File: src/shared/spc_pkg.sv
// Summary of operation
// - writing 1 to bit 15 resets the port state machines of this bank
// - soft reset starts at once; bit 15 clears itself when reset completes
// - loopback bit 14 returns internal transmit data onto the receive path
// - while loopback is on, the port link is forced down
// - mode-select 0: speed bits 6 and 13 are read-only, showing resolved speed
// - mode-select 1: speed bits writable; 10 means 1000 Mbps, 01 means 100 Mbps
// - any change of auto-negotiation enable bit 12 breaks link, restarts negotiation
// - hardware reset loads bit 12 from its strap; soft reset keeps it
// - hardware reset sets power-down bit 11 only if strap 1 and mode strap 101
// - writing 1 to bit 9 restarts negotiation, then the bit clears itself
// - negotiation restarts after hardware reset, soft reset or enable change
// - toggling enable bit 12 sets restart bit 9 to 1
// - mode-select 0 means system-side, 1 means media-side serial operation
package spc_pkg;

    // bus geometry
    localparam int AXI_AW = 8;

    // register byte offsets
    localparam logic [AXI_AW-1:0] OFS_CTRL = 8'h00;
    localparam logic [AXI_AW-1:0] OFS_STAT = 8'h04;

    // control register field positions
    localparam int B_SRST  = 15;
    localparam int B_LOOP  = 14;
    localparam int B_SPD_L = 13;
    localparam int B_ANEN  = 12;
    localparam int B_PD    = 11;
    localparam int B_RSV10 = 10;
    localparam int B_RSTAN = 9;
    localparam int B_SPD_M = 6;

    // values after hardware reset
    localparam logic [1:0] RST_SPEED = 2'h2;
    localparam logic       RST_LOOP  = 1'h0;
    localparam logic       RST_RSV10 = 1'h0;

    // mode strap value that lets the power-down strap act
    localparam logic [2:0] PD_MODE = 3'h5;

    // length of the port soft reset in clock cycles
    localparam int SRST_CYCLES = 16;

    // bus responses
    localparam logic [1:0] RESP_OKAY   = 2'h0;
    localparam logic [1:0] RESP_SLVERR = 2'h2;

    // register decode results
    typedef enum logic [1:0] {
        DEC_NONE = 2'b00,
        DEC_CTRL = 2'b01,
        DEC_STAT = 2'b10
    } spc_dec_t;

    // soft reset sequencer states
    typedef enum logic {
        SR_IDLE = 1'b0,
        SR_BUSY = 1'b1
    } spc_sr_state_t;

endpackage

File: src/shared/spc_rst_if.sv
`timescale 1ns/1ps
interface spc_rst_if;
    logic start;
    logic busy;
    logic done;

    modport ctrl
    (
        output start,
        input  busy,
        input  done
    );

    modport seq
    (
        input  start,
        output busy,
        output done
    );
endinterface

File: src/core/spc_port_ctrl.sv
// Register access over AXI4-Lite was chosen for this implementation.
`timescale 1ns/1ps
module spc_port_ctrl
    import spc_pkg::*;
#(
    parameter int DATA_W = 8
)
(
    // clock and reset
    input  wire logic              aclk,
    input  wire logic              aresetn,
    // write address channel
    input  wire logic              awvalid,
    output logic                   awready,
    input  wire logic [AXI_AW-1:0] awaddr,
    // write data channel
    input  wire logic              wvalid,
    output logic                   wready,
    input  wire logic [31:0]       wdata,
    input  wire logic [3:0]        wstrb,
    // write response channel
    output logic                   bvalid,
    input  wire logic              bready,
    output logic [1:0]             bresp,
    // read address channel
    input  wire logic              arvalid,
    output logic                   arready,
    input  wire logic [AXI_AW-1:0] araddr,
    // read data channel
    output logic                   rvalid,
    input  wire logic              rready,
    output logic [31:0]            rdata,
    output logic [1:0]             rresp,
    // configuration straps
    input  wire logic              autoneg_enable_strap,
    input  wire logic              powerdown_strap,
    input  wire logic [2:0]        mode_strap,
    // interface mode and line state
    input  wire logic              mode_select,
    input  wire logic [1:0]        net_speed,
    input  wire logic              line_link_up,
    // internal data bus
    input  wire logic [DATA_W-1:0] tx_data,
    input  wire logic              tx_valid,
    input  wire logic [DATA_W-1:0] line_rx_data,
    input  wire logic              line_rx_valid,
    output logic [DATA_W-1:0]      rx_data,
    output logic                   rx_valid,
    // port control outputs
    output logic                   link_up,
    output logic                   port_reset,
    output logic                   an_restart,
    output logic                   an_enable,
    output logic                   power_down,
    output logic [1:0]             speed_sel
);
    localparam int SR_BOUND = SRST_CYCLES;

    function automatic spc_dec_t reg_dec(input logic [AXI_AW-1:0] addr);
        logic [AXI_AW-1:0] word;
        word = {addr[AXI_AW-1:2], 2'b00};
        if (word == OFS_CTRL)
            return DEC_CTRL;
        else if (word == OFS_STAT)
            return DEC_STAT;
        else
            return DEC_NONE;
    endfunction

    spc_rst_if rst_if ();

    spc_soft_reset #(
        .CYCLES (SRST_CYCLES)
    ) u_srst (
        .aclk    (aclk),
        .aresetn (aresetn),
        .rst     (rst_if)
    );

    // bus holding state
    logic              aw_hold_q;
    logic              w_hold_q;
    logic              awready_q;
    logic              wready_q;
    logic              bvalid_q;
    logic [1:0]        bresp_q;
    logic              arready_q;
    logic              rvalid_q;
    logic [31:0]       rdata_q;
    logic [1:0]        rresp_q;
    logic [AXI_AW-1:0] awaddr_q;
    logic [31:0]       wdata_q;
    logic [3:0]        wstrb_q;

    // control fields
    logic              loop_q;
    logic              anen_q;
    logic              pd_q;
    logic              rsv10_q;
    logic [1:0]        spd_q;
    logic              rstan_q;
    logic              boot_q;

    // registered outputs
    logic              an_restart_q;
    logic              link_up_q;
    logic [1:0]        speed_sel_q;
    logic [DATA_W-1:0] rx_data_q;
    logic              rx_valid_q;

    // handshake decode
    wire logic aw_take  = awvalid && awready_q;
    wire logic w_take   = wvalid && wready_q;
    wire logic ar_take  = arvalid && arready_q;
    wire logic wr_fire  = aw_hold_q && w_hold_q && !bvalid_q;
    wire logic aw_hold_d = aw_take || (aw_hold_q && !wr_fire);
    wire logic w_hold_d  = w_take || (w_hold_q && !wr_fire);
    wire spc_dec_t wdec = reg_dec(awaddr_q);
    wire spc_dec_t rdec = reg_dec(araddr);

    // field write strobes; only byte lanes 0 and 1 carry bits
    wire logic wr_hi = wr_fire && (wdec == DEC_CTRL) && wstrb_q[1];
    wire logic wr_lo = wr_fire && (wdec == DEC_CTRL) && wstrb_q[0];
    wire logic rst_busy = rst_if.busy;
    wire logic rst_done = rst_if.done;
    wire logic en_change = wr_hi && (wdata_q[B_ANEN] != anen_q);
    wire logic set_an = en_change || (wr_hi && wdata_q[B_RSTAN]);
    wire logic pd_boot = powerdown_strap && (mode_strap == PD_MODE);

    // speed is writable only in media-side operation
    wire logic wr_spd_hi = wr_hi && mode_select;
    wire logic wr_spd_lo = wr_lo && mode_select;
    wire logic [1:0] spd_eff = mode_select ? spd_q : net_speed;

    assign rst_if.start = wr_hi && wdata_q[B_SRST] && !rst_busy;

    // read views
    wire logic [15:0] ctrl_rd = {rst_busy, loop_q, spd_eff[0], anen_q,
                                 pd_q, rsv10_q, rstan_q, 1'b1,
                                 1'b0, spd_eff[1], 6'h00};
    wire logic [3:0] stat_rd = {pd_q, mode_select, link_up_q, rst_busy};
    wire logic [31:0] rd_word = (rdec == DEC_CTRL) ? {16'h0000, ctrl_rd} :
                                (rdec == DEC_STAT) ? {28'h0000000, stat_rd} :
                                32'h00000000;
    wire logic [1:0] rd_resp = (rdec == DEC_NONE) ? RESP_SLVERR : RESP_OKAY;
    wire logic [1:0] wr_resp = (wdec == DEC_NONE) ? RESP_SLVERR : RESP_OKAY;

    // write address and data are held independently so either may come first
    always_ff @(posedge aclk)
    begin
        if (!aresetn)
        begin
            aw_hold_q <= 1'b0;
            w_hold_q  <= 1'b0;
            awready_q <= 1'b0;
            wready_q  <= 1'b0;
        end
        else
        begin
            aw_hold_q <= aw_hold_d;
            w_hold_q  <= w_hold_d;
            awready_q <= !aw_hold_d;
            wready_q  <= !w_hold_d;
        end
    end

    always_ff @(posedge aclk)
    begin
        if (aw_take)
            awaddr_q <= awaddr;
        if (w_take)
        begin
            wdata_q <= wdata;
            wstrb_q <= wstrb;
        end
    end

    always_ff @(posedge aclk)
    begin
        if (!aresetn)
        begin
            bvalid_q <= 1'b0;
            bresp_q  <= RESP_OKAY;
        end
        else if (wr_fire)
        begin
            bvalid_q <= 1'b1;
            bresp_q  <= wr_resp;
        end
        else if (bready)
            bvalid_q <= 1'b0;
    end

    // one read at a time; arready stays low until the data is taken
    always_ff @(posedge aclk)
    begin
        if (!aresetn)
        begin
            arready_q <= 1'b0;
            rvalid_q  <= 1'b0;
            rdata_q   <= 32'h00000000;
            rresp_q   <= RESP_OKAY;
        end
        else if (ar_take)
        begin
            arready_q <= 1'b0;
            rvalid_q  <= 1'b1;
            rdata_q   <= rd_word;
            rresp_q   <= rd_resp;
        end
        else if (rvalid_q && rready)
        begin
            arready_q <= 1'b1;
            rvalid_q  <= 1'b0;
        end
        else if (!rvalid_q)
            arready_q <= 1'b1;
    end

    // straps are sampled while the synchronous reset is held
    always_ff @(posedge aclk)
    begin
        if (!aresetn)
        begin
            anen_q  <= autoneg_enable_strap;
            pd_q    <= pd_boot;
            loop_q  <= RST_LOOP;
            rsv10_q <= RST_RSV10;
            spd_q   <= RST_SPEED;
            rstan_q <= 1'b0;
        end
        else
        begin
            if (rst_done)
                loop_q <= RST_LOOP;
            else if (wr_hi)
                loop_q <= wdata_q[B_LOOP];
            if (wr_hi)
            begin
                anen_q  <= wdata_q[B_ANEN];
                pd_q    <= wdata_q[B_PD];
                rsv10_q <= wdata_q[B_RSV10];
            end
            if (wr_spd_hi)
                spd_q[0] <= wdata_q[B_SPD_L];
            if (wr_spd_lo)
                spd_q[1] <= wdata_q[B_SPD_M];
            // lasts one cycle; a new set in that cycle keeps it high
            rstan_q <= set_an;
        end
    end

    always_ff @(posedge aclk)
    begin
        if (!aresetn)
        begin
            boot_q       <= 1'b1;
            an_restart_q <= 1'b0;
            link_up_q    <= 1'b0;
        end
        else
        begin
            boot_q       <= 1'b0;
            an_restart_q <= rstan_q || boot_q || rst_done;
            // negotiation in restart means no link, so link follows it down
            link_up_q    <= line_link_up && !loop_q && !pd_q && !rst_busy
                            && !rstan_q && !an_restart_q;
        end
    end

    always_ff @(posedge aclk)
    begin
        if (!aresetn)
        begin
            speed_sel_q <= RST_SPEED;
            rx_data_q   <= '0;
            rx_valid_q  <= 1'b0;
        end
        else
        begin
            speed_sel_q <= spd_eff;
            rx_data_q   <= loop_q ? tx_data : line_rx_data;
            rx_valid_q  <= loop_q ? tx_valid : line_rx_valid;
        end
    end

    assign awready    = awready_q;
    assign wready     = wready_q;
    assign bvalid     = bvalid_q;
    assign bresp      = bresp_q;
    assign arready    = arready_q;
    assign rvalid     = rvalid_q;
    assign rdata      = rdata_q;
    assign rresp      = rresp_q;
    assign rx_data    = rx_data_q;
    assign rx_valid   = rx_valid_q;
    assign link_up    = link_up_q;
    assign port_reset = rst_busy;
    assign an_restart = an_restart_q;
    assign an_enable  = anen_q;
    assign power_down = pd_q;
    assign speed_sel  = speed_sel_q;

    // checks
    srst_start_a: assert property (@(posedge aclk) disable iff (!aresetn)
        wr_hi && wdata_q[B_SRST] && !port_reset |=> port_reset)
        else $error("soft reset did not start");

    srst_clear_a: assert property (@(posedge aclk) disable iff (!aresetn)
        $rose(port_reset) |-> ##[1:SR_BOUND] (!port_reset && !ctrl_rd[B_SRST]))
        else $error("soft reset bit did not clear");

    srst_after_a: assert property (@(posedge aclk) disable iff (!aresetn)
        $fell(port_reset) |=> an_restart && !loop_q)
        else $error("no restart after soft reset");

    loop_path_a: assert property (@(posedge aclk) disable iff (!aresetn)
        loop_q |=> rx_data == $past(tx_data) && rx_valid == $past(tx_valid))
        else $error("loopback data mismatch");

    loop_link_a: assert property (@(posedge aclk) disable iff (!aresetn)
        loop_q |=> !link_up)
        else $error("link up during loopback");

    speed_ro_a: assert property (@(posedge aclk) disable iff (!aresetn)
        !mode_select && ar_take && rdec == DEC_CTRL
        |=> {rdata[B_SPD_M], rdata[B_SPD_L]} == $past(net_speed) ##1
        speed_sel == $past(net_speed, 2))
        else $error("read-only speed wrong");

    speed_rw_a: assert property (@(posedge aclk) disable iff (!aresetn)
        wr_hi && wr_lo && mode_select ##1 mode_select
        |=> speed_sel == $past({wdata_q[B_SPD_M], wdata_q[B_SPD_L]}, 2))
        else $error("written speed not applied");

    an_change_a: assert property (@(posedge aclk) disable iff (!aresetn)
        en_change |=> rstan_q ##1 (an_restart && !link_up) ##1 !link_up)
        else $error("enable change did not restart");

    restart_sc_a: assert property (@(posedge aclk) disable iff (!aresetn)
        wr_hi && wdata_q[B_RSTAN] |=> rstan_q ##1 (an_restart && !rstan_q))
        else $error("restart bit not self clearing");

    boot_strap_a: assert property (@(posedge aclk) disable iff (!aresetn)
        !$past(aresetn) |-> an_enable == $past(autoneg_enable_strap)
        && power_down == ($past(powerdown_strap) && $past(mode_strap) == PD_MODE)
        ##1 an_restart)
        else $error("strap load or boot restart wrong");

    rsv_bits_a: assert property (@(posedge aclk) disable iff (!aresetn)
        ar_take && rdec == DEC_CTRL
        |=> rdata[8] && !rdata[7] && rdata[5:0] == 6'h00 && rdata[31:16] == 16'h0000)
        else $error("reserved bits wrong");
endmodule

File: src/core/spc_soft_reset.sv
`timescale 1ns/1ps
module spc_soft_reset
    import spc_pkg::*;
#(
    parameter int CYCLES = SRST_CYCLES
)
(
    // clock and reset
    input  wire logic aclk,
    input  wire logic aresetn,
    // request and progress
    spc_rst_if.seq    rst
);
    localparam int CW = $clog2(CYCLES + 1);

    spc_sr_state_t   state_q;
    spc_sr_state_t   state_d;
    logic [CW-1:0]   cnt_q;
    logic            done_q;
    wire logic       last = (cnt_q == CW'(CYCLES - 1));

    // a start while busy is dropped; the running reset already covers it
    always_comb
    begin
        case (state_q)
            SR_IDLE: state_d = rst.start ? SR_BUSY : SR_IDLE;
            SR_BUSY: state_d = last ? SR_IDLE : SR_BUSY;
            default: state_d = SR_IDLE;
        endcase
    end

    always_ff @(posedge aclk)
    begin
        if (!aresetn)
        begin
            state_q <= SR_IDLE;
            cnt_q   <= '0;
            done_q  <= 1'b0;
        end
        else
        begin
            state_q <= state_d;
            cnt_q   <= (state_q == SR_BUSY && !last) ? cnt_q + 1'b1 : '0;
            done_q  <= (state_q == SR_BUSY) && last;
        end
    end

    assign rst.busy = (state_q == SR_BUSY);
    assign rst.done = done_q;
endmodule

File: config.mk
export PLATFORM = sky130hd
export DESIGN_NAME = spc_port_ctrl
export DESIGN_NICKNAME = d
export VERILOG_FILES = /design/src/shared/spc_pkg.sv /design/src/shared/spc_rst_if.sv /design/src/core/spc_port_ctrl.sv /design/src/core/spc_soft_reset.sv
export SDC_FILE = /design/constraint.sdc
export NUM_CORES = 1
export LEC_CHECK = 0
export BUFFER_PORTS_ARGS = -buffer_cell sky130_fd_sc_hd__buf_2
export CORE_UTILIZATION = 47
export DETAILED_ROUTE_END_ITERATION = 10
export PLACE_DENSITY_LB_ADDON = 0.12
export SLEW_MARGIN = 20
export SYNTH_ARGS = -nofsm -noshare
export SYNTH_HDL_FRONTEND = slang
export SYNTH_SLANG_ARGS = --single-unit
File: constraint.sdc
create_clock -name aclk -period 4.75 [get_ports aclk]
set_input_delay 1.1875 -clock aclk [delete_from_list [all_inputs] [get_ports aclk]]
set_output_delay 1.1875 -clock aclk [all_outputs]
set_load 0.03 [all_outputs]
==> results of run 1 <==
==> worst min-delay path by stage <==
stage	from	cells past startpoint	to	slack [ns]
floorplan	u_srst.rst.done	1	loop_q	0.40
global placement	boot_q	2	an_restart	0.42
detailed placement	u_srst.rst.done	1	loop_q	0.42
CTS	u_srst.rst.done	1	loop_q	0.44
global route	u_srst.cnt_q[0]	1	u_srst.cnt_q[0]	0.47
finish	boot_q	2	an_restart	0.43
==> per-stage QoR <==
step	hold WS [ns]	power (µW)	std cells	setup WS (ns)
6_report	0.434	1140	402	2.57
5_1_grt	0.473	1200	402	2.35
4_1_cts	0.436	1160	402	2.56
3_5_place_dp	0.415	732	386	2.21
3_3_place_gp	0.421	731	386	2.19
2_1_floorplan	0.399	705	254	2.47
==> critical path, cell delays in order <==
cell                       delay (ns)
sky130_fd_sc_hd__buf_2           0.45
sky130_fd_sc_hd__clkinv_1        0.13
sky130_fd_sc_hd__buf_4           0.25
sky130_fd_sc_hd__nor2_1          0.15
sky130_fd_sc_hd__nand3b_1        0.09
sky130_fd_sc_hd__nor4_1          0.15
==> registers in the layout, summed over array words and instances (netlist names), 2 cells and up <==
signal,flops
awaddr_q,6
rdata,13
rx_data,8
spd_q,2
speed_sel,2
u_srst.cnt_q,5
wdata_q,8
wstrb_q,2
==> synthesized netlist by cell type (2+ instances only) <==
cell type	number	area, µm²
sky130_fd_sc_hd__buf_1	2	7.51
sky130_fd_sc_hd__nand2_1	11	41.3
sky130_fd_sc_hd__and2_1	6	37.5
sky130_fd_sc_hd__and3_1	3	18.8
sky130_fd_sc_hd__a21oi_1	5	25.0
sky130_fd_sc_hd__xor2_1	2	17.5
sky130_fd_sc_hd__nand2b_1	3	18.8
sky130_fd_sc_hd__nor3_1	4	20.0
sky130_fd_sc_hd__edfxtp_1	18	541
sky130_fd_sc_hd__dfxtp_1	48	961
sky130_fd_sc_hd__nor4_1	2	12.5
sky130_fd_sc_hd__clkbuf_1	7	26.3
sky130_fd_sc_hd__o31ai_1	2	15.0
sky130_fd_sc_hd__ha_1	2	25.0
sky130_fd_sc_hd__o41ai_2	2	32.5
sky130_fd_sc_hd__nand3_1	20	100
sky130_fd_sc_hd__nor2_1	26	97.6
sky130_fd_sc_hd__inv_1	8	30.0
sky130_fd_sc_hd__mux2i_1	13	130
sky130_fd_sc_hd__buf_4	21	158
sky130_fd_sc_hd__o21ai_0	12	60.1
sky130_fd_sc_hd__nand3b_1	2	15.0
==> final cells by class <==
type                            count  area [µm²]
Inverter                            9        33.8
Timing Repair Buffer               92         463
Multi-Input combinational cell    149         878
Clock buffer                       14         173
Clock inverter                      2        10.0
Tap cell                           70        87.6
Fill cell                         461        1990
Sequential cell                    66        1500
==> power by group <==
group          switching, µW  total, µW  internal, µW  leakage (µW)
clock                    195        426           231     0.0000965
combinational           78.9        114          34.7      0.000782
sequential              7.18        605           598      0.000560
total                    281       1140           864       0.00144
==> per-layer routing <==
| metal | vias to the layer above | GRT usage (%) | wire, µm |
|---|---|---|---|
| li1 | 955 | - | - |
| met1 | 845 | 22.2 | 2080 |
| met4 | 0 | 6.17 | 58 |
| met5 | - | 0 | 0 |
| met2 | 76 | 25.4 | 2100 |
| met3 | 6 | 7.80 | 384 |
==> logic make-up after synthesis <==
logic type,Yosys count
compound gates,25
xor+xnor,3
fa+ha+maj,2
buf+inv,39
flops,66
mux,14
other cells,1
simple gates,84
==> results.txt, run 1 <==
For this run, design rule violations remaining after detail routing come to 0. The path type of the worst setup path was in -> reg. Element type at the critical path end: a flip-flop. The logs give 7040 µm for the wire length of the first global-routing pass and 5680 µm² for the die footprint.

After detailed placement, the total cell area comes to 2960 µm². In this run the tightest slew margin relative to its limit is 57.3%. The post-route fraction of the period consumed by the critical path works out to 45.8%. The area of the core came out at 5140 µm². The flow ran to the end, and the final reports show no timing, DRC or antenna violations.

The die is 75.4 µm wide. Synthesized area per cell: 10.8 µm². IR analysis of the VDD net gives a maximum drop of 0.000236 V.

The area growth from synthesis to layout is 24.4%. The height of the die came out at 75.4 µm. The count of state elements after synthesis was 66; the post-CTS resize count was 0.

Setup repair after global routing left no endpoint under its margin. The number of max-slew violations in the final report came out at 0. The max-cap violation count is 0. The congestion estimate from routability-driven global placement came to 0.711.

Pin placement for this block handled 143 I/O pins. Clock tree synthesis selected as its root buffer the cell sky130_fd_sc_hd__clkbuf_8. Once the floorplan was initialized, standard cells occupied 49.2% of the core.

Cells fill 61.2% of the core in the end. In this run the worst hold path is classified as reg -> reg. STA classifies the critical path startpoint as an input port.

The cts-stage hold buffer count is 0. Measured in cells, the most critical reg-to-reg path has a length of 3. Number of endpoints with negative hold slack in the final report: 0. TritonCTS built the clock tree. The post-synthesis async set-or-reset flop share works out to 0%.

Summing the areas of all compound-gate instances in the mapped netlist gives 6.53% of the synthesized area. The pre-antenna-repair detailed-routing pass consisted of 4 iterations. In this run the deepest clock path goes through 2 buffers. Entering global routing, the biggest net connects 35 pins. Summed over all failing endpoints, the final setup total negative slack is 0 ns.

The number of antenna cells inserted is 0, and the leakage power of the design is 0.00144 µW. For this design, the sink count on the clock tree is 66. The via count of the first global-routing pass was 1566; the first-iteration detailed-routing DRC count was 54. The critical path ends at link_up. For the number of routed nets with antenna violations, the log shows 0.

The clock transition at the registers of the reported paths works out to 0.07 ns. By area, the combinational part of the netlist is dominated by simple AND/OR/NAND/NOR gates. The number of enable flip-flop cells after synthesis is 18, and the summed area of non-filler cells in the final layout is 3150 µm². The run gives 0 as the initial antenna violation count. For this block, the routed nets add up to 4620 µm of wire.

The tools report the endpoint of the most critical register-to-register path as power_down. Summing the areas of all fa, ha and maj instances in the mapped netlist gives 0.989% of the synthesized area. The area share of and/or/nand/nor cells after synthesis is 17.5%, and the number of setup buffers added after CTS is 0. STA puts the critical path data required time at 5.00 ns. The Yosys warning count is 0. The average via count per standard cell was 4.68. After detailed routing, the average wire length per cell comes to 11.5 µm.

Reg-to-reg critical path startpoint: awaddr_q[5]. Of all nets on the critical path, the largest fanout is 34. The power density over the cells came out at 364 nW/µm². The setup slack of the worst register-to-register path was 2.99 ns; the upper clock frequency limit was 0.460 GHz.

The overall track demand over capacity in global routing came out at 17.1%. The top cell types in the final layout, fill and taps aside, are 91 x sky130_fd_sc_hd__buf_2, 48 x sky130_fd_sc_hd__dfxtp_1, 26 x sky130_fd_sc_hd__nor2_1. In this run, distinct cell masters in the synthesized netlist total 37. The total via count after detailed routing is 1882. For the pin with the worst max-slew slack, the measured transition is 0.639 ns. Final critical-path required period: 2.18 ns.

After synthesis, the share of cell area in mux cells is 5.59%. The count of input and output buffers works out to 91. Dominant register cell in the synthesized netlist: sky130_fd_sc_hd__dfxtp_1.

For the TritonCTS buffer count, the log shows 9. The net count of the finished layout is 415. Summing the areas of all xor and xnor instances in the mapped netlist gives 1.04% of the synthesized area. For the part of the Yosys area used for sequential elements, the log shows 59.3%. The most common cell after layout, fill and taps aside was sky130_fd_sc_hd__buf_2.

Setup violations remaining at the end of the flow were counted as 0. For the number of rows created at floorplan, the log shows 26. In the synthesized netlist, the number of instances is 234. Of the cells placed in the final design, the portion with a size suffix greater than 1 is 34.3%. For the final database, setup skew stands at 0.00755 ns. Data arrival time of the critical path: 2.42 ns. The source-to-sink clock delay at the later pin of the worst-skew pair was 0.33 ns; the post-synthesis instance area was 2530 µm². Once detailed placement completed, the half-perimeter wirelength came to 3330 µm.

The most critical setup path has its startpoint at aresetn. The logs give 3 for the number of levels in the clock H-tree and 0 for the leftover overflow at the end of global routing.
Note: power is estimated with default switching activity, not from simulation.
==> inputs of run 2 (changes only) <==
--- a/config.mk
+++ b/config.mk
@@ -5,8 +5,9 @@
 export SDC_FILE = /design/constraint.sdc
 export NUM_CORES = 1
 export LEC_CHECK = 0
+export ABC_AREA = 1
 export BUFFER_PORTS_ARGS = -buffer_cell sky130_fd_sc_hd__buf_2
-export CORE_UTILIZATION = 47
+export CORE_UTILIZATION = 40
 export DETAILED_ROUTE_END_ITERATION = 10
 export PLACE_DENSITY_LB_ADDON = 0.12
 export SLEW_MARGIN = 20
==> constraint.sdc (replaced) <==
create_clock -name aclk -period 1.8 [get_ports aclk]
set_input_delay 0.45 -clock aclk [delete_from_list [all_inputs] [get_ports aclk]]
set_output_delay 0.45 -clock aclk [all_outputs]
set_load 0.03 [all_outputs]
==> results.txt, run 2 <==
The run finished with clean final reports. The tools report the starting density of the core as 42.5% (-6.7 points). The TritonCTS buffer count was 9 (unchanged). The logs give 0 ns (unchanged) for the setup TNS after final layout and 464 (+12%) for the number of nets at the end of the flow. The tools report the wire length of the first global-routing pass as 7890 µm (+12%).

The type of origin of the critical path is a flip-flop. The synthesized area per cell was 9.23 µm² (-15%); the number of rows created at floorplan was 28 (+7.7%). The max-cap violation count was 0 (unchanged).

Part of the Yosys area used for sequential elements: 58.3% (-1.0 points). Critical-path maximum fanout: 4 (-88%). For the clock skew after layout, the log shows 0.00694 ns (-0.000614 ns).

The cts-stage hold buffer count is 0 (unchanged). Traced cell by cell, the critical path runs through buf_2. The run gives 0.00158 µW (+10%) as the leakage power of the design. The required time of the critical path was 1.35 ns (-3.65 ns).

Sorting the synthesized cells by area gives the leading types as sky130_fd_sc_hd__dfxtp_1 37%, sky130_fd_sc_hd__edfxtp_1 21%, sky130_fd_sc_hd__nand2_1 8.0%. The category of cells accounting for the largest share of critical-path delay is flip-flops. The remaining routing DRC violations was 0 (unchanged); the post-synthesis async set-or-reset flop share was 0% (unchanged).

The ratio of cells with drive above 1 in the final layout works out to 30.2% (-4.2 points). The run gives 29 (-22%) as the number of distinct library cells after synthesis. The leftover overflow at the end of global routing is 0 (unchanged). The tools report the area of the core as 6060 µm² (+18%). The data arrival time of the critical path was 1.02 ns (-1.40 ns); the height of the die was 82.2 µm (+9.1%). The number of enable flip-flop cells after synthesis works out to 18 (unchanged). The share of synthesized cell area in full adder, half adder and majority cells is 0.972% (-0.017 points). The critical path is of the reg -> out type. The logs give 1790 (+14%) for the via count of the first global-routing pass and 0 (unchanged) for the initial antenna violation count. The chip width is 82.2 µm (+9.1%), and the synthesized-area fraction occupied by xor and xnor cells is 0% (-1.0 points). The logs give 0 (unchanged) for the final-report setup violation count and 2570 µm² (+1.8%) for the post-synthesis instance area.

The area share of and/or/nand/nor cells after synthesis was 24.0% (+6.5 points). The logs give 3630 µm (+8.9%) for the post-DP HPWL and 3190 µm² (+1.4%) for the summed area of non-filler cells in the final layout. The run gives 4 (unchanged) as the number of search-and-repair iterations in the first detailed-routing pass.

The number of flip-flops under the largest register name is 13 (unchanged). STA classifies the critical path endpoint as an output pin. The average via count per standard cell is 4.40 (-5.9%). Setup repair after global routing left no endpoint under its margin. The number of levels in the clock H-tree was 3 (unchanged); the number of endpoints with negative hold slack in the final report was 0 (unchanged). The number of routed nets with antenna violations is 0 (unchanged), and the number of setup buffers added after CTS is 0 (unchanged).

The tools report the global placement routability congestion as 0.688 (-3.3%). The overall track demand over capacity in global routing is 16.0% (-1.2 points), and the Yosys warning count is 0 (unchanged). After synthesis, the largest family of logic cells by area is simple AND/OR/NAND/NOR gates. Ranked by instance count, the synthesized netlist is headed by 55 x sky130_fd_sc_hd__nand2_1, 48 x sky130_fd_sc_hd__dfxtp_1, 32 x sky130_fd_sc_hd__nor2_1, 28 x sky130_fd_sc_hd__nand3_1. The slowest stage of the critical path belongs to the cell sky130_fd_sc_hd__edfxtp_1.

The number of max-slew violations in the final report was 0 (unchanged); the top cell type's share of synthesized area was 37.3% (-0.66 points). The first-iteration detailed-routing DRC count was 54 (unchanged). The run gives 6760 µm² (+19%) as the die footprint. The top-level I/O count was 143 (unchanged). The worst path needs 1.47 ns of the cycle, external delays included.

The clock sink total is 66 (unchanged), and the source-to-sink clock delay at the later pin of the worst-skew pair is 0.33 ns (about the same). The reg-to-reg critical path startpoint was u_srst.cnt_q[0]. The post-route fraction of the period consumed by the critical path came out at 81.6%. The compound-cell area share of the yosys netlist was 5.00% (-1.5 points); the count of state elements after synthesis was 66 (unchanged). Power density over the cells: 913 nW/µm² (+150%). The number of cells produced by synthesis was 279 (+19%); the post-placement cell area was 3030 µm² (+2.3%).

The peak supply drop was 0.000506 V (+110%); the multiplexer fraction of the synthesized cell area was 0.389% (-5.2 points). The tools report the number of filler cells placed in the layout as 603 (+31%). The most critical setup path has its startpoint at power_down. The clock transition at the registers of the reported paths is 0.07 ns (about the same), and the number of antenna cells inserted is 0 (unchanged). The peak per-stage delay on the critical path works out to 0.47 ns (+0.02 ns).

The dominant register cell in the synthesized netlist is sky130_fd_sc_hd__dfxtp_1. For the post-CTS resize count, the log shows 0 (unchanged). sky130_fd_sc_hd__dfxtp_1 takes more of the synthesized area than any other cell. The total buffers and inverters traversed by the critical path is 1 (-2). The average wire per standard cell is 10.8 µm (-6.4%). The hold path startpoint was wdata[6].

Most common cell after layout, fill and taps aside: sky130_fd_sc_hd__buf_2. For this run, the top clock speed supported by timing is 0.681 GHz. For the overall routed net length, the log shows 4910 µm (+6.2%). The top cell types in the final layout, fill and taps aside, are 91 x sky130_fd_sc_hd__buf_2, 55 x sky130_fd_sc_hd__nand2_1, 48 x sky130_fd_sc_hd__dfxtp_1.

Yosys instantiated no cell more often than sky130_fd_sc_hd__nand2_1. TritonCTS built the clock tree. The path type of the worst min-delay path was in -> reg.

For the number of buffers on the longest clock path, the log shows 2 (unchanged). The largest net degree at the start of global routing was 21 (-40%). The count of input and output buffers came out at 91 (unchanged). The tree is rooted in a sky130_fd_sc_hd__clkbuf_8. The area growth from synthesis to final layout was 23.9%. For the total via count after detailed routing, the log shows 2008 (+6.7%).
run 2: cell types whose count changed after synthesis, moves of 7 or more:
cell	before	now
sky130_fd_sc_hd__buf_2	0	7
sky130_fd_sc_hd__inv_1	8	21
sky130_fd_sc_hd__mux2i_1	13	1
sky130_fd_sc_hd__nand2_1	11	55
sky130_fd_sc_hd__nand3_1	20	28
run 2: kinds of logic after synthesis:
group / Yosys count
and+or+nand+nor: 133
DFF: 66
buffers and inverters: 53
AOI/OAI and AO/OA: 23
adders and majority gates: 2
muxes: 1
other: 1
run 2: layout make-up:
| type | count | area (µm²) | share of cell area, % |
|---|---|---|---|
| sequential | 66 | 1500 | 47.1 |
| multi-input combinational | 180 | 860 | 27.0 |
| timing repair buffer | 95 | 485 | 15.2 |
| clock buffer | 13 | 139 | 4.35 |
| tap | 75 | 93.8 | 2.94 |
| inverter | 24 | 92.6 | 2.90 |
| clock inverter | 3 | 17.5 | 0.549 |
run 2: layer usage:
metal	vias to the layer above	track usage [%]	share of wire [%]	routed length (µm)
li1	1059	-	-	-
met1	857	19.1	47	2330
met2	84	25.0	42	2060
met3	8	4.95	8.9	435
met4	0	10.0	1.7	85
met5	-	0	0	0
run 2: per-stage QoR:
step                setup WS (ns)  power, µW  hold WS, ns  instances  utilization [%]
floorplan                   0.517       1870        0.412        299                -
global placement            0.348       1940        0.420        440             50.0
detailed placement          0.332       1940        0.430        440             50.0
CTS                         0.311       2960        0.272        456             52.6
global route                0.271       3070        0.269        456             52.6
finish                      0.332       2910        0.296        456             52.6
run 2: where the power goes:
group	leakage, µW	switching, µW	internal [µW]
Clock	0.0000774	508	497
Combinational	0.000946	212	93.7
Sequential	0.000561	22.4	1580
Total	0.00158	743	2170
run 2: path summary, 6_finish.rpt:
kind                                   endpoint  slack [ns]  cells past startpoint
worst max-delay path                 power_down        0.33                      1
worst max register to register  u_srst.cnt_q[3]        0.42                      8
worst min register to register          link_up        0.43                      1
worst min-delay path                 wdata_q[6]        0.30                      1
